### src/core/usp_cfg.svh
// Register offsets, field positions, reset values and timing of the serial port.
`ifndef USP_CFG_SVH
`define USP_CFG_SVH
`define CLK_HZ      250000000
`define CLK_NS      4
`define OVERSAMPLE  16
`define BPS_110     110
`define BPS_300     300
`define BPS_600     600
`define BPS_1200    1200
`define BPS_2400    2400
`define BPS_4800    4800
`define BPS_9600    9600
`define BPS_19200   19200
`define RATE_DEF    3'h6
`define RATE_FAST   3'h7
`define OFS_CFG     12'h000
`define OFS_STAT    12'h004
`define OFS_TXD     12'h008
`define OFS_RXD     12'h00c
`define CFG_RST     32'h0000_0000
`define F_BAUD      3:0
`define F_PAR       5:4
`define F_LEN7      6
`define F_STOP      9:8
`define F_FLOW      14:12
`define F_TXOFF     16
`define F_TERM_EN   17
`define F_TERM      31:24
`define S_TXBUSY    0
`define S_HOLD      1
`define S_RXVALID   2
`define S_PAUSED    3
`define S_TERM      4
`define S_OVERRUN   5
`define S_PERR      6
`define S_FERR      7
`define CHR_XON     8'h11
`define CHR_XOFF    8'h13
`endif

### src/core/usp_pkg.sv
// Types shared by the serial port modules.
package usp_pkg;
	typedef enum logic [1:0] {par_none = 2'h0, par_even = 2'h1, par_odd = 2'h2} parity_t;
	typedef enum logic [2:0] {
		flow_none = 3'h0, flow_send = 3'h1, flow_recv = 3'h2, flow_both = 3'h3, flow_hw = 3'h4
	} flow_t;
	typedef enum logic [2:0] {
		st_idle = 3'h0, st_start = 3'h1, st_data = 3'h2, st_par = 3'h3, st_stop = 3'h4
	} bit_state_t;
endpackage

### src/core/frame_cfg_if.sv
// Line settings carried from the port core to its shifters.
`timescale 1ns/10ps
`default_nettype none
interface frame_cfg_if;
	import usp_pkg::*;
	logic    tick;
	logic    data7;
	parity_t parity;
	logic    stop2;
	modport ctl  (output tick, data7, parity, stop2);
	modport port (input tick, data7, parity, stop2);
endinterface
`default_nettype wire

### src/core/serial_tx.sv
// Character transmitter with optional parity and one or two stop bits.
`timescale 1ns/10ps
`default_nettype none
module serial_tx import usp_pkg::*; (
	// Clock and reset.
	input  wire logic       ref_clk,
	input  wire logic       rst_n,
	input  wire logic       clk_en,
	// Line settings.
	frame_cfg_if.port       cfg,
	// Character in.
	input  wire logic       start,
	input  wire logic [7:0] data,
	output logic            busy,
	// Serial line.
	output logic            txd
);
	bit_state_t state;
	bit_state_t next_state;
	logic [3:0] sub;
	logic [2:0] idx;
	logic [7:0] chr;
	logic       stop_cnt;

	// Bit timing and the level the line should carry.
	wire       bit_end  = cfg.tick && (sub == 4'hf);
	wire [2:0] last_idx = cfg.data7 ? 3'h6 : 3'h7;
	wire [7:0] mask     = cfg.data7 ? 8'h7f : 8'hff;
	wire       par_bit  = (cfg.parity == par_odd) ^ (^(chr & mask));
	wire       line_bit = (state == st_start) ? 1'b0 :
	                      (state == st_data)  ? chr[idx] :
	                      (state == st_par)   ? par_bit : 1'b1;
	assign busy = state != st_idle;

	// Frame sequence: start, data, optional parity, stop time.
	always_comb begin
		next_state = state;
		unique case (state)
			st_idle:  if (start) next_state = st_start;
			st_start: if (bit_end) next_state = st_data;
			st_data:  if (bit_end && idx == last_idx) begin
				next_state = (cfg.parity == par_none) ? st_stop : st_par;
			end
			st_par:   if (bit_end) next_state = st_stop;
			st_stop:  if (bit_end && (stop_cnt || !cfg.stop2)) next_state = st_idle;
			default:  next_state = st_idle;
		endcase
	end

	// State and counters; the line is registered so it never glitches.
	always_ff @(posedge ref_clk or negedge rst_n) begin
		if (!rst_n) begin
			state    <= st_idle;
			sub      <= 4'h0;
			idx      <= 3'h0;
			chr      <= 8'h00;
			stop_cnt <= 1'b0;
			txd      <= 1'b1;
		end else if (clk_en) begin
			state <= next_state;
			txd   <= line_bit;
			if (state == st_idle) begin
				sub      <= 4'h0;
				idx      <= 3'h0;
				stop_cnt <= 1'b0;
				if (start) chr <= data;
			end else if (cfg.tick) begin
				sub <= sub + 4'h1;
			end
			if (bit_end && state == st_data) idx <= idx + 3'h1;
			if (bit_end && state == st_stop) stop_cnt <= 1'b1;
		end
	end
endmodule
`default_nettype wire

### src/core/serial_rx.sv
// Character receiver sampling each bit at its centre.
`timescale 1ns/10ps
`default_nettype none
module serial_rx import usp_pkg::*; (
	// Clock and reset.
	input  wire logic       ref_clk,
	input  wire logic       rst_n,
	input  wire logic       clk_en,
	// Line settings.
	frame_cfg_if.port       cfg,
	// Synchronised serial input.
	input  wire logic       rxd,
	// Received character.
	output logic            busy,
	output logic            done,
	output logic [7:0]      data,
	output logic            perr,
	output logic            ferr
);
	bit_state_t state;
	logic [3:0] sub;
	logic [2:0] idx;

	// Half a bit confirms the start; whole bits then land at bit centres.
	wire       mid     = cfg.tick && (sub == 4'h7);
	wire       bit_end = cfg.tick && (sub == 4'hf);
	wire       last    = idx == (cfg.data7 ? 3'h6 : 3'h7);
	wire [7:0] mask    = cfg.data7 ? 8'h7f : 8'hff;
	wire       par_exp = (cfg.parity == par_odd) ^ (^(data & mask));
	assign busy = state != st_idle;

	// Receive sequence; a high level at mid start bit is taken as noise.
	always_ff @(posedge ref_clk or negedge rst_n) begin
		if (!rst_n) begin
			state <= st_idle;
			sub   <= 4'h0;
			idx   <= 3'h0;
			data  <= 8'h00;
			done  <= 1'b0;
			perr  <= 1'b0;
			ferr  <= 1'b0;
		end else if (clk_en) begin
			done <= 1'b0;
			if (cfg.tick) sub <= sub + 4'h1;
			unique case (state)
				st_idle: begin
					sub <= 4'h0;
					idx <= 3'h0;
					if (!rxd) begin
						state <= st_start;
						data  <= 8'h00;
						perr  <= 1'b0;
					end
				end
				st_start: if (mid) begin
					sub   <= 4'h0;
					state <= rxd ? st_idle : st_data;
				end
				st_data: if (bit_end) begin
					data[idx] <= rxd;
					idx       <= idx + 3'h1;
					if (last) state <= (cfg.parity == par_none) ? st_stop : st_par;
				end
				st_par: if (bit_end) begin
					perr  <= rxd != par_exp;
					state <= st_stop;
				end
				st_stop: if (bit_end) begin
					ferr  <= !rxd;
					done  <= 1'b1;
					state <= st_idle;
				end
				default: state <= st_idle;
			endcase
		end
	end
endmodule
`default_nettype wire

### src/core/user_serial_port.sv
// Configurable asynchronous serial user port with APB registers and flow control.
//
// Summary of operation
// - Rates 110 to 19200 bit/s selectable; 9600 when the rate is omitted.
// - Rates above 9600 are accepted only together with hardware handshake.
// - Even parity: parity bit is one when data ones count is odd.
// - Odd parity: parity bit is one when data ones count is even.
// - No parity, the default, means no parity bit sent or checked.
// - Seven or eight data bits; eight by default.
// - One or two stop bits; two at 110 by default, else one.
// - Receive flow mode: XOFF received pauses sending, XON resumes it.
// - Send flow mode: send XOFF when input must stop, XON to resume.
// - Hardware mode: RTS and CTS throttle each end before any overrun.
// - Driver-off option releases the line driver when nothing is left to send.
// - Optional terminator character marks end of a data block; off by default.
// - An omitted setting takes its default; an all-empty setting gives all defaults.
`include "usp_cfg.svh"
`timescale 1ns/10ps
`default_nettype none
module user_serial_port import usp_pkg::*; #(
	parameter int unsigned sys_clk_hz = `CLK_HZ
) (
	// Clock, clock enable and reset.
	input  wire logic        ref_clk,
	input  wire logic        clk_en,
	input  wire logic        reset_n,
	// APB register port.
	input  wire logic        psel,
	input  wire logic        penable,
	input  wire logic        pwrite,
	input  wire logic [11:0] paddr,
	input  wire logic [31:0] pwdata,
	output logic      [31:0] prdata,
	output logic             pready,
	output logic             pslverr,
	// Serial line and handshake.
	input  wire logic        rxd,
	input  wire logic        cts_n,
	output logic             txd,
	output logic             txd_oe_n,
	output logic             rts_n
);
	// ----------------------------------------------------------------
	// Decoders
	// ----------------------------------------------------------------
	// A zero code means the setting was left out, so it picks the default.
	function automatic logic [2:0] rate_idx_of(input logic [3:0] code);
		rate_idx_of = (code == 4'h0 || code > 4'h8) ? `RATE_DEF : 3'(code - 4'h1);
	endfunction

	function automatic flow_t flow_of(input logic [2:0] code);
		flow_of = (code > 3'h4) ? flow_none : flow_t'(code);
	endfunction

	// Clock cycles per sixteenth of a bit; rounds down, so bits run slightly fast.
	function automatic logic [31:0] div_of(input logic [2:0] idx);
		unique case (idx)
			3'h0:    div_of = 32'(sys_clk_hz / (`OVERSAMPLE * `BPS_110));
			3'h1:    div_of = 32'(sys_clk_hz / (`OVERSAMPLE * `BPS_300));
			3'h2:    div_of = 32'(sys_clk_hz / (`OVERSAMPLE * `BPS_600));
			3'h3:    div_of = 32'(sys_clk_hz / (`OVERSAMPLE * `BPS_1200));
			3'h4:    div_of = 32'(sys_clk_hz / (`OVERSAMPLE * `BPS_2400));
			3'h5:    div_of = 32'(sys_clk_hz / (`OVERSAMPLE * `BPS_4800));
			3'h6:    div_of = 32'(sys_clk_hz / (`OVERSAMPLE * `BPS_9600));
			default: div_of = 32'(sys_clk_hz / (`OVERSAMPLE * `BPS_19200));
		endcase
	endfunction

	// ----------------------------------------------------------------
	// Reset release and pin synchronisers
	// ----------------------------------------------------------------
	logic [1:0] rst_pipe;
	logic       rst_n;
	logic [1:0] rxd_pipe;
	logic [1:0] cts_pipe;

	// Reset is asserted at once but released only after two clean edges.
	always_ff @(posedge ref_clk or negedge reset_n) begin
		if (!reset_n) begin
			rst_pipe <= 2'h0;
		end else if (clk_en) begin
			rst_pipe <= {rst_pipe[0], 1'b1};
		end
	end
	assign rst_n = rst_pipe[1];

	// Line inputs are asynchronous; only the second stage is ever read.
	always_ff @(posedge ref_clk or negedge rst_n) begin
		if (!rst_n) begin
			rxd_pipe <= 2'h3;
			cts_pipe <= 2'h3;
		end else if (clk_en) begin
			rxd_pipe <= {rxd_pipe[0], rxd};
			cts_pipe <= {cts_pipe[0], cts_n};
		end
	end

	// ----------------------------------------------------------------
	// Settings register and line settings
	// ----------------------------------------------------------------
	logic [31:0] cfg;
	logic        stop2;
	parity_t     par;
	flow_t       flow;
	frame_cfg_if line_cfg();

	wire [2:0] rate_idx  = rate_idx_of(cfg[`F_BAUD]);
	wire [2:0] wr_rate   = rate_idx_of(pwdata[`F_BAUD]);
	wire       send_mode = flow == flow_send || flow == flow_both;
	wire       recv_mode = flow == flow_recv || flow == flow_both;
	wire       hw_mode   = flow == flow_hw;
	wire       term_en   = cfg[`F_TERM_EN];
	wire [7:0] term_chr  = cfg[`F_TERM];
	wire       drv_off   = cfg[`F_TXOFF];

	// Code 3 in the parity field is treated as the default; in the stop field it gives one stop bit.
	assign flow  = flow_of(cfg[`F_FLOW]);
	assign par   = (cfg[`F_PAR] == 2'h3) ? par_none : parity_t'(cfg[`F_PAR]);
	assign stop2 = (cfg[`F_STOP] == 2'h2) || (cfg[`F_STOP] == 2'h0 && rate_idx == 3'h0);

	assign line_cfg.data7  = cfg[`F_LEN7];
	assign line_cfg.parity = par;
	assign line_cfg.stop2  = stop2;

	// ----------------------------------------------------------------
	// Bit-rate tick
	// ----------------------------------------------------------------
	logic [31:0] tick_cnt;
	logic        tick;

	// One tick per sixteenth of a bit, shared by both shifters.
	always_ff @(posedge ref_clk or negedge rst_n) begin
		if (!rst_n) begin
			tick_cnt <= 32'h0;
			tick     <= 1'b0;
		end else if (clk_en) begin
			tick     <= tick_cnt >= div_of(rate_idx) - 32'h1;
			tick_cnt <= (tick_cnt >= div_of(rate_idx) - 32'h1) ? 32'h0 : tick_cnt + 32'h1;
		end
	end
	assign line_cfg.tick = tick;

	// ----------------------------------------------------------------
	// APB decode
	// ----------------------------------------------------------------
	logic       hold_valid;
	logic [7:0] hold_data;
	logic       rx_valid;
	logic [7:0] rx_buf;
	logic       told_stop;
	logic       paused;
	logic [3:0] sticky;

	wire hit_cfg  = paddr == `OFS_CFG;
	wire hit_stat = paddr == `OFS_STAT;
	wire hit_txd  = paddr == `OFS_TXD;
	wire hit_rxd  = paddr == `OFS_RXD;
	wire mapped   = hit_cfg || hit_stat || hit_txd || hit_rxd;
	wire setup    = psel && !penable && clk_en;
	wire access   = psel && penable && clk_en;
	// A fast rate without hardware handshake is refused and keeps the old setting.
	wire cfg_bad  = pwrite && hit_cfg && wr_rate == `RATE_FAST
	                && flow_of(pwdata[`F_FLOW]) != flow_hw;
	wire txd_bad  = pwrite && hit_txd && hold_valid;
	wire wr_cfg   = access && pwrite && hit_cfg && !cfg_bad;
	wire wr_stat  = access && pwrite && hit_stat;
	wire wr_txd   = access && pwrite && hit_txd && !hold_valid;
	wire rd_rxd   = access && !pwrite && hit_rxd;

	// A frozen clock enable stretches the access phase.
	assign pready  = clk_en;
	assign pslverr = psel && penable && (!mapped || cfg_bad || txd_bad);

	// ----------------------------------------------------------------
	// Shifters
	// ----------------------------------------------------------------
	logic       tx_busy;
	logic       rx_busy;
	logic       rx_done;
	logic [7:0] rx_char;
	logic       rx_perr;
	logic       rx_ferr;

	wire       cts_ok    = !hw_mode || !cts_pipe[1];
	wire       flow_pend = send_mode && (rx_valid != told_stop);
	wire       data_ok   = hold_valid && !paused && cts_ok;
	wire       tx_start  = clk_en && !tx_busy && (flow_pend || data_ok);
	wire [7:0] tx_char   = flow_pend ? (rx_valid ? `CHR_XOFF : `CHR_XON) : hold_data;

	serial_tx u_tx (
		.ref_clk (ref_clk),
		.rst_n   (rst_n),
		.clk_en  (clk_en),
		.cfg     (line_cfg),
		.start   (tx_start),
		.data    (tx_char),
		.busy    (tx_busy),
		.txd     (txd)
	);

	serial_rx u_rx (
		.ref_clk (ref_clk),
		.rst_n   (rst_n),
		.clk_en  (clk_en),
		.cfg     (line_cfg),
		.rxd     (rxd_pipe[1]),
		.busy    (rx_busy),
		.done    (rx_done),
		.data    (rx_char),
		.perr    (rx_perr),
		.ferr    (rx_ferr)
	);

	// Flow characters are consumed in receive mode and never reach software.
	wire is_xoff  = rx_char == `CHR_XOFF;
	wire is_flow  = recv_mode && (is_xoff || rx_char == `CHR_XON);
	wire rx_store = rx_done && !is_flow;
	wire term_hit = rx_store && term_en && rx_char == term_chr;
	wire [3:0] sticky_set = {rx_store && rx_ferr, rx_store && rx_perr,
	                         rx_store && rx_valid && !rd_rxd, term_hit};

	// ----------------------------------------------------------------
	// Registers
	// ----------------------------------------------------------------
	// Settings, transmit holding and receive holding.
	always_ff @(posedge ref_clk or negedge rst_n) begin
		if (!rst_n) begin
			cfg        <= `CFG_RST;
			hold_valid <= 1'b0;
			hold_data  <= 8'h00;
			rx_valid   <= 1'b0;
			rx_buf     <= 8'h00;
		end else if (clk_en) begin
			if (wr_cfg) cfg <= pwdata;
			if (wr_txd) hold_data <= pwdata[7:0];
			hold_valid <= wr_txd || (hold_valid && !(tx_start && !flow_pend));
			if (rx_store) rx_buf <= rx_char;
			rx_valid <= rx_store || (rx_valid && !rd_rxd);
		end
	end

	// Flow state and sticky status; a new event wins over its clear.
	always_ff @(posedge ref_clk or negedge rst_n) begin
		if (!rst_n) begin
			told_stop <= 1'b0;
			paused    <= 1'b0;
			sticky    <= 4'h0;
		end else if (clk_en) begin
			if (!send_mode) told_stop <= 1'b0;
			else if (tx_start && flow_pend) told_stop <= rx_valid;
			if (!recv_mode) paused <= 1'b0;
			else if (rx_done && is_flow) paused <= is_xoff;
			sticky <= sticky_set | (sticky & ~(wr_stat ? pwdata[`S_FERR:`S_TERM] : 4'h0));
		end
	end

	// Read data is captured in the setup phase, looking past a same-cycle store.
	wire [7:0]  rx_view   = rx_store ? rx_char : rx_buf;
	wire [31:0] stat_word = {24'h0, sticky, paused, rx_valid, hold_valid, tx_busy};
	wire [31:0] rd_word   = hit_cfg  ? cfg :
	                        hit_stat ? stat_word :
	                        hit_rxd  ? {24'h0, rx_view} : 32'h0;
	always_ff @(posedge ref_clk or negedge rst_n) begin
		if (!rst_n) begin
			prdata <= 32'h0;
		end else if (setup && !pwrite) begin
			prdata <= rd_word;
		end
	end

	// ----------------------------------------------------------------
	// Line driver and handshake
	// ----------------------------------------------------------------
	// The driver stays on while a character is queued, sent or owed.
	wire next_oe_n = drv_off && !(tx_busy || tx_start || hold_valid || flow_pend);
	always_ff @(posedge ref_clk or negedge rst_n) begin
		if (!rst_n) begin
			txd_oe_n <= 1'b0;
		end else if (clk_en) begin
			txd_oe_n <= next_oe_n;
		end
	end

	// RTS drops while a character is arriving, so the far end stops before overrun.
	assign rts_n = hw_mode && (rx_valid || rx_busy);
endmodule
`default_nettype wire

### config.mk
export PLATFORM = sky130hd
export DESIGN_NAME = user_serial_port
export DESIGN_NICKNAME = d
export VERILOG_FILES = /design/src/core/usp_pkg.sv /design/src/core/frame_cfg_if.sv /design/src/core/serial_tx.sv /design/src/core/serial_rx.sv /design/src/core/user_serial_port.sv
export VERILOG_INCLUDE_DIRS = /design/src /design/src/core
export SDC_FILE = /design/constraint.sdc
export NUM_CORES = 1
export LEC_CHECK = 0
export BUFFER_PORTS_ARGS = -buffer_cell sky130_fd_sc_hd__buf_4
export CAP_MARGIN = 20
export CORE_MARGIN = 5
export CORE_UTILIZATION = 50
export DETAILED_ROUTE_END_ITERATION = 10
export PLACE_DENSITY = 0.69
export SYNTH_ARGS = -nofsm -noshare
export SYNTH_HDL_FRONTEND = slang
export SYNTH_SLANG_ARGS = --single-unit
### constraint.sdc
create_clock -name ref_clk -period 6.7 [get_ports ref_clk]
set_input_delay 0.67 -clock ref_clk [delete_from_list [all_inputs] [get_ports ref_clk]]
set_output_delay 0.67 -clock ref_clk [all_outputs]
set_load 0.1 [all_outputs]
# Word-level counts from Yosys, hierarchy flattened
# Index checks and enable logic that the tools add are counted.
totals:
  regBits: 169
  latchBits: 0
  mem_count: 0
  output_inout_bits: 37
  romBits: 0
  ramBits: 0
  input_bits: 52
  word_cells: 278
op_classes:
  bitwise: 7
  div_mod_pow: 0
  mul: 0
  muxes: 63
  shift: 0
  magnitude_cmp: 8
  n_eq_ne: 49
  n_reduce_logical: 115
  addsub: 8
ops:
  columns: ["operator", "count"]
  rows:
  - ["$pmux 18 s7", 1]
  - ["$mux 32", 3]
  - ["$mux 3", 19]
  - ["$mux 8", 7]
  - ["$logic_and 1x1->1", 48]
  - ["$add 32x1->32 const B", 1]
  - ["$ge 32x32->1", 1]
  - ["$sub 32x1->32 const B", 1]
  - ["$pmux 3 s5", 2]
  - ["$eq 12x4->1 const B", 2]
  - ["$eq 3x2->1 const B", 8]
  - ["$ne 2x1->1 const B", 11]
  - ["$eq 3x3->1 const B", 7]
  - ["$logic_or 1x1->1", 20]
  - ["$mux 4", 5]
  - ["$and 8x8->8", 2]
  - ["$eq 8x5->1 const B", 2]
  - ["$logic_not 1->1", 16]
  - ["$mux 1", 16]
  - ["$pmux 8 s2", 1]
  - ["$reduce_xor 8->1", 2]
  - ["$reduce_and 2->1", 7]
  - ["$eq 12x3->1 const B", 1]
  - ["$eq 3x1->1 const B", 4]
  - ["36 further kinds", 63]

# Logic depth before layout (Yosys ltp)
# Gate-level depths: netlist of run 1.
logic_depth:
  ltp_word: 13
  ltp_mapped: 21
  mapped_depth_nobuf: 18

# By module
# A second synthesis of run 1 with hierarchy kept.
hier_totals:
  cells_unflattened: 938
  area_unflattened_um2: 9200.1
by_module_without_submodules:
  columns: ["mod", "instances", "area_each_um2", "seq_area_each_um2", "cells_each"]
  rows:
  - ["user_serial_port", 1, 6662.6, 3208.1, 680]
  - ["serial_rx", 1, 1345.0, 525.5, 149]
  - ["serial_tx", 1, 1192.4, 501.7, 109]

# Least setup slack after synthesis of run 1
# No wires, ideal clock.
synth_path:
  path_kind: "reg2reg"
  startpoint: "reg, netlist name rst_pipe[1]"
  endpoint: "reg rst_pipe[1]"
  slack_ns: 2.125
  stages_incl_launch_ff: 2
  setup_time_ns: 0.093
  required_ns: 6.607
  n_path_buf: 0
  period_less_slack_ns: 4.575
  t_arrival_ns: 4.482
  cell_sequence: "dfrtp_1 -> mux2_2"
synth_rtl:
  columns: ["item", "line_no", "text"]
  rows:
  - ["end signal: assignment", "user_serial_port.sv:82", "rst_pipe <= {rst_pipe[0], 1'b1};"]
  - ["end: declaration", "user_serial_port.sv:72", "logic [1:0] rst_pipe;"]

# Worst setup path after layout of run 1
layout_path:
  startpoint: "reg cfg[0]"
  endpoint: "reg tick_cnt[2]"
layout_between:
  elab_chain_cells: 9
  elab_cells_between_ends: 17
  cone_classes: "2 x add/sub; 2 x order compare; 6 x eq/ne; 4 x mux; 3 x reduce/logical"
layout_rtl:
  columns: ["item", "line_no", "text"]
  rows:
  - ["start: declaration", "user_serial_port.sv:101", "logic [31:0] cfg;"]
  - ["start signal: assignment", "user_serial_port.sv:228", "cfg <= `CFG_RST;"]
  - ["start signal: assignment", "user_serial_port.sv:234", "if (wr_cfg) cfg <= pwdata;"]
  - ["$gt 4x4->1 / $logic_not 4->1 (equally long branches)", "user_serial_port.sv:48", "rate_idx_of = (code == 4'h0 || code > 4'h8) ? `RATE_DEF : 3'(code - 4'h1);"]
  - ["$logic_or 1x1->1", "user_serial_port.sv:48", null]
  - ["$mux 3 (*)", "user_serial_port.sv:48", null]
  - ["$eq 3x3->1 (tied with other cells)", "user_serial_port.sv:57", "unique case (idx)"]
  - ["$pmux 18 s7 (*)", "user_serial_port.sv:57", null]
  - ["$mux 32 (*)", "user_serial_port.sv:136", "end else if (clk_en) begin"]
  - ["$sub 32x1->32 (*)", "user_serial_port.sv:138", "tick_cnt <= (tick_cnt >= div_of(rate_idx) - 32'h1) ? 32'h0 : tick_cnt + 32'h1;"]
  - ["$ge 32x32->1 (*)", "user_serial_port.sv:138", null]
  - ["$mux 32 (*)", "user_serial_port.sv:138", null]
  - ["end signal: assignment", "user_serial_port.sv:138", null]
  - ["end: declaration", "user_serial_port.sv:128", "logic [31:0] tick_cnt;"]
# Every way passes the cells marked *; elsewhere a longest branch is shown, timed or not. The select of a mux whose other input is x is not followed.
# A chain may end at the register's enable or synchronous reset.

==> metrics, run 1 <==
Synth Flop Type=dfrtp_1; # DRC=0; delay-heaviest family, CP=simple AND/OR/NAND/NOR gates; worst skew pair latency=0.43 ns; initial detailed-routing violation count=531; peak supply drop=0.000185 V; Layout Skew=0.00905 ns; endpoints failing setup=0; mapped cell area=approximately 9000 µm²; Via Count=7019; post-route minimum period=4.39 ns; Cell variety after synth=66; DR vias/cell=5.76; number of clock sinks=169; post-CTS setup buffers=0; largest area contributor in the netlist=dfrtp_1; # rows=48; CTS tree=yes; yosys warns=0; worst hold path type=flop to async pin; Port Buffers=88; first-pass GRT wire length=~35000 µm; # IOs=between 80 and 90; CTS resizes=0; CP arrival=around 4.7 ns; CTS clk-pin slew, worst paths=0.07 ns; post-synthesis net count=990; Static Leak=approximately 4.8 nW; highest metal used=met5; Post-synth EDFFs=0; crit share post-route=65.5%; Seq/Total Area, Yosys=47.7%; largest net degree at the start of global routing=between 70 and 80; post-route setup slack=between 2 and 2.5 ns; CTS H-tree lvls=4; synthesis-stage register bit count=~170; root buffer cell=clkbuf_16; asr flop ratio synth=100%; layout cell share with drive strength beyond 1=19.5%; Sequential Area=4240 µm²; Final Hold Violating Endpoints=0; Post-Synth Adder-Cell Area=under 10%; initial antenna violation count=1; Area Overhead vs Synth=16.1%; startpoint types=flop; DRT met1 WL=9850 µm; CP Cell Sequence=inv_1 > ha_1 > nor2b_1 > nand2_1 > o21ai_0 > nand3_1 > o31a_1 > inv_1 > ha_1 > ha_1 > nor2b_1 > o211a_1 > o311ai_0 > nand3_1 > and3_1 > buf_8 > nor3_1; maximum buffer depth of the clock tree=2; CP Class=flop to flop; mux contribution to synthesized area=7.17%; antenna cells=0; GR Overflow Total=0; Synth top area share=between 40% and 50%; Area after DPL=9680 µm²; RSZ-0062 raised after global routing=false; Hold WS=0.304 ns; Placeable Area=~17000 µm²; CP endpoint kind=flop; cell mode on critical path=ha_1; DR WL met3=1230 µm; gp weighted congestion=0.836; Die Height=143 µm; Pre-Repair DR Iteration Count=5; Max Slew Vio Count=0; synthesized instance count=907; sum of buffers and inverters on the critical path=3; dpl hpwl=15200 µm; PwrDens=254 nW/µm²; critical-path maximum fanout=26; Tot GR Track Use=21.4%; cts bufs inserted=17; fin area=10300 µm²; Synth Area in Simple Gates=19.4%; Nets=1063; DP Worst Slack=2.17 ns; hold_buf cts=1; Max-Cap Viols=0; Synth Area in XOR/XNOR=slightly below 6%; setup tns final=0 ns; Initial Util=slightly above 50%; Max Clk Rate=about 230 MHz; status=finished, final reports clean; Layout fillers=1490; worst-margin pin slew=about 0.97 ns; Worst slew margin=34.8%; Die Wd=~140 µm; number of global-route vias before repair=6775; slowest CP cell=dfrtp_1; largest family of logic cells by synthesized area=simple AND/OR/NAND/NOR gates; required time of the critical path=between 7 and 8 ns; max incr delay on CP=0.53 ns; area of the multi-input gates=4360 µm²; synth top area cells=dfrtp_1, mux2_2, nand2_1; die area=20500 µm²; compound-gate portion of the synthesized area=12.2%; DR WL/cell=17.6 µm; Design Power=2.61 mW; Post-DRT Antenna Nets=0; average cell area after synthesis=9.79 µm²; Met2 Routed Length=~10000 µm; final wirelength=~21000 µm
[report_power, final]
group	switching, mW	internal (mW)
Combinational	0.276	0.171
Sequential	0.105	1.10
Clock	0.465	0.497
[Yosys cell counts, drive strengths merged (5+ instances only)]
cell type / count
or3: 5
nand2: 117
buf: 9
nand2b: 9
nand4: 19
dfrtp: 164
xor2: 30
and3: 10
o31ai: 7
and4: 5
a31oi: 5
a22o: 16
nor2: 75
o21ai: 75
a22oi: 6
xnor2: 27
dfstp: 5
ha: 31
nor3: 31
clkbuf: 34
a211oi: 5
o22ai: 6
inv: 24
nand3: 29
a21oi: 28
nor2b: 18
mux2: 49
nor4: 9
[sequential cells by signal (all words and copies together), names as in the netlist, 2 cells and up]
| name | cells |
|---|---|
| u_rx.data | 8 |
| prdata | 32 |
| cfg | 32 |
| u_rx.state | 3 |
| tick_cnt | 32 |
| u_rx.sub | 4 |
| hold_data | 8 |
| u_tx.idx | 3 |
| u_tx.chr | 8 |
| u_tx.sub | 4 |
| u_tx.state | 3 |
| rst_pipe | 2 |
| u_rx.idx | 3 |
| rxd_pipe | 2 |
| sticky | 4 |
| rx_buf | 8 |
| cts_pipe | 2 |
[cell type report]
class,instances,share of cell area [%]
Multi-Input combinational cell,670,42.3
Sequential cell,169,41.1
Timing Repair Buffer,97,7.28
Clock buffer,17,4.13
Tap cell,225,2.73
Clock inverter,15,1.52
Inverter,25,0.911
[metal layers]
metal,up-vias,global-route usage (%)
met5,-,0
met1,3411,31.0
met4,2,6.39
met2,216,32.7
met3,31,4.25
li1,3359,-
[worst paths after layout]
check / start / end / slack (ns) / cells past startpoint
max in group asynchronous: rst_pipe[1] / prdata[14] / 5.23 / 2
min: rst_pipe[1] / u_tx.sub[1] / 0.30 / 0
min in group ref_clk: pwdata[23] / cfg[23] / 0.45 / 2
min reg2reg: rst_pipe[1] / u_tx.sub[1] / 0.30 / 0
max reg2reg: cfg[0] / tick_cnt[2] / 2.31 / 17
max: cfg[0] / tick_cnt[2] / 2.31 / 17
[cells by family after synthesis]
group,count (synthesis)
other,1
xor gates and xnor gates,58
and+or+nand+nor,351
adders and majority gates,31
buffers and inverters,68
DFF,169
muxes,55
AOI/OAI and AO/OA,174
[per-stage QoR]
stage / std cells / utilization (%)
after floorplan: 907 / -
after global placement: 1183 / 55.8
after detailed placement: 1183 / 55.8
after CTS: 1216 / 59.2
after global routing: 1218 / 59.4
final: 1218 / 59.4
[cell usage in the layout, fill, tap and decap left out, types with 16 or more instances in the layout]
| cell | count |
|---|---|
| inv_1 | 24 |
| nand2_1 | 117 |
| o21ai_0 | 75 |
| a21oi_1 | 28 |
| ha_1 | 31 |
| clkbuf_16 | 17 |
| nor2b_1 | 18 |
| mux2_2 | 47 |
| nand4_1 | 19 |
| nor2_1 | 75 |
| a22o_1 | 16 |
| buf_4 | 94 |
| xor2_1 | 30 |
| nor3_1 | 31 |
| dfrtp_1 | 163 |
| xnor2_1 | 27 |
| nand3_1 | 29 |
No activity file was read; power rests on OpenSTA's default activity.
==> run 2, diff against run 1 <==
--- a/config.mk
+++ b/config.mk
@@ -6,6 +6,7 @@
 export SDC_FILE = /design/constraint.sdc
 export NUM_CORES = 1
 export LEC_CHECK = 0
+export ABC_AREA = 1
 export BUFFER_PORTS_ARGS = -buffer_cell sky130_fd_sc_hd__buf_4
 export CAP_MARGIN = 20
 export CORE_MARGIN = 5
==> constraint.sdc (replaced) <==
create_clock -name ref_clk -period 4.6 [get_ports ref_clk]
set_input_delay 0.46 -clock ref_clk [delete_from_list [all_inputs] [get_ports ref_clk]]
set_output_delay 0.46 -clock ref_clk [all_outputs]
set_load 0.1 [all_outputs]
==> run 2 against run 1 <==
Count of clock-buffer cells in the layout is 2 higher. Global-route usage is 0.52 points lower. Maximum frequency is 21% higher. Final area is 0.50% higher. Clock power is 42% higher. Flip-flop and latch count stayed put. Die area is 0.69% higher. Via count is 3.6% higher. Final cell count is 14% higher. Area after synthesis is 0.75% higher. Critical path type unchanged. Critical endpoint is now tick_cnt[16]. Largest power group unchanged.
==> metrics, run 2 <==
GR Overflow Total=0 (unchanged); status=finished, final reports clean; crit share post-route=79.1% (+14 points); asr flop ratio synth=100% (unchanged); Via Count=7274 (+3.6%); required time of the critical path=4.93 ns (-2.12 ns); DR WL/cell=15.1 µm (-14%); Die Height=144 µm (+0.35%); Placeable Area=17800 µm² (+2.4%); slowest CP cell=nand3_1; post-CTS setup buffers=0 (unchanged); startpoint types=flop; antenna cells=0 (unchanged); Max-Cap Viols=0 (unchanged); first-pass GRT wire length=34500 µm (-1.1%); most common cell after layout, fill and taps aside=nand2_1; initial detailed-routing violation count=370 (-30%); Port Buffers=88 (unchanged); Synth top cells by count=nand2_1, dfrtp_1, inv_1; CTS resizes=0 (unchanged); Cell variety after synth=52 (-21%); Worst R2R Path Depth=20 (+3); CTS H-tree lvls=4 (unchanged); post-route setup slack=0.959 ns (-1.35 ns); FF-to-FF Start=cfg[0]; Nets=1226 (+15%); dpl cells=1352 (+14%); hold_buf cts=1 (unchanged); yosys warns=0 (unchanged); peak supply drop=0.000392 V (+110%); number of global-route vias before repair=7041 (+3.9%); # rows=49 (+2.1%); largest net degree at the start of global routing=154 (+100%); critical-path maximum fanout=20 (-23%); cts bufs inserted=17 (unchanged); most frequent cell after synthesis=nand2_1; synthesized instance count=1062 (+17%); # DRC=0 (unchanged); PwrDens=370 nW/µm² (+46%); CP Class=flop to flop; worst-margin pin slew=0.909 ns (-0.0619 ns); layout cell share with drive strength beyond 1=15.7% (-3.8 points); Reg-to-Reg End=tick_cnt[16]; initial antenna violation count=0 (-1); Seq/Total Area, Yosys=47.4% (-0.35 points); CP Depth=20 (+3); final core utilization=58.3% (-1.1 points); # IOs=89 (unchanged); maximum buffer depth of the clock tree=2 (unchanged); Area Overhead vs Synth=15.8%; reg2reg setup slack=0.96 ns (-1.35 ns); CTS clk-pin slew, worst paths=0.07 ns (about the same); CP endpoint kind=flop; gp weighted congestion=0.863 (+3.2%); Hold WS=0.183 ns (-0.120 ns); Post-DRT Antenna Nets=0 (unchanged); worst hold path type=flop to async pin; post-synthesis net count=1145 (+16%); synth top area cells=dfrtp_1, nand2_1, inv_1; CP Cell Sequence=inv_1 > ha_1 > a21oi_1 > nor2_1 > nor2_1 > nand2_1 > nand2_1 > o21ai_0 > ha_1 > a31o_2 > ha_1 > a21oi_1 > nor2_1 > nor2_1 > nand2_1 > nand2_1 > nand2_1 > nand2_1 > nand3_1 > a21oi_1; dpl hpwl=15000 µm (-1.1%); mapped cell area=8940 µm² (+0.75%); commonest cells after routing, fill and taps aside=nand2_1, dfrtp_1, inv_1; setup tns final=0 ns (unchanged); sum of buffers and inverters on the critical path=1 (-2); post-route minimum period=3.64 ns (-0.747 ns); Layout Skew=0.00876 ns (-0.000294 ns); Pre-Repair DR Iteration Count=6 (+1); Synth Flop Type=dfrtp_1; largest registers=cfg (32), prdata (32), tick_cnt (32); CTS tree=yes; largest area contributor in the netlist=dfrtp_1; die area=20700 µm² (+0.69%); DP Worst Slack=1.00 ns (-1.17 ns); Worst slew margin=39.4% (+4.6 points); Max Slew Vio Count=0 (unchanged); endpoints failing setup=0 (unchanged); Post-synth EDFFs=0 (unchanged); Initial Util=50.3% (-0.84 points); CP arrival=3.97 ns (-0.77 ns); Layout fillers=1585 (+6.4%); worst skew pair latency=0.43 ns (about the same); Static Leak=5.19 nW (+8.3%); non-filler cells, final=1385 (+14%); Max Clk Rate=275 MHz (+21%); Die Wd=144 µm (+0.35%); cell mode on critical path=nand2_1; max incr delay on CP=0.52 ns (about the same); delay-heaviest family, CP=simple AND/OR/NAND/NOR gates; DR vias/cell=5.25 (-8.9%); synthesis-stage register bit count=169 (unchanged); final wirelength=20900 µm (-2.7%); Synth top area share=45.9% (-0.34 points); number of clock sinks=169 (unchanged); Tot GR Track Use=20.8% (-0.52 points); RSZ-0062 raised after global routing=false; root buffer cell=clkbuf_16; Final Hold Violating Endpoints=0 (unchanged); average cell area after synthesis=8.42 µm² (-14%)
[run 2: cells by family after synthesis]
family | count (synthesis) | synth area share [%]
buffers and inverters | 181 | 8.06
adder cells (fa/ha/maj) | 31 | 4.34
XOR/XNOR | 27 | 2.64
flip-flops | 169 | 47.4
other | 1 | 0.0419
AND/OR/NAND/NOR | 433 | 21.1
multiplexers | 23 | 3.82
AO/OA/AOI/OAI | 197 | 12.6
[run 2: how the worst max path moves through the flow]
stage           start      endpoint  slack (ns)
6_report       cfg[0]  tick_cnt[16]        0.96
3_5_place_dp   cfg[0]   tick_cnt[1]        1.00
2_1_floorplan  cfg[0]   tick_cnt[3]        1.77
3_3_place_gp   cfg[0]   tick_cnt[0]        1.11
4_1_cts        cfg[0]  tick_cnt[16]        0.98
5_1_grt        cfg[0]   tick_cnt[0]        0.57
[run 2: final cells by class]
cell class	instances	area, µm²	share of cell area [%]
Timing Repair Buffer	93	713	6.89
Tap cell	229	287	2.77
Clock inverter	13	110	1.06
Inverter	150	568	5.48
Clock buffer	19	453	4.37
Sequential cell	169	4240	40.9
Multi-Input combinational cell	712	3990	38.5
[run 2: stage by stage]
stage                     power, mW  instance area [µm²]
final                          3.83                10400
after global routing           4.04                10400
after CTS                      3.86                10400
after detailed placement       2.49                 9780
after global placement         2.47                 9780
after floorplan                2.27                 8940
[run 2: where the power goes]
| part | internal, mW | switching [mW] | total, mW |
|---|---|---|---|
| registers | 1.60 | 0.125 | 1.72 |
| clock network | 0.734 | 0.637 | 1.37 |
| logic | 0.252 | 0.485 | 0.737 |
[run 2: layer usage]
layer | up-vias | GRT usage, % | share of wire [%]
met5 | - | 0 | 0
met4 | 0 | 6.44 | 2.1
met3 | 34 | 3.96 | 5.3
met2 | 164 | 34.1 | 46
met1 | 3433 | 28.2 | 46
li1 | 3643 | - | -
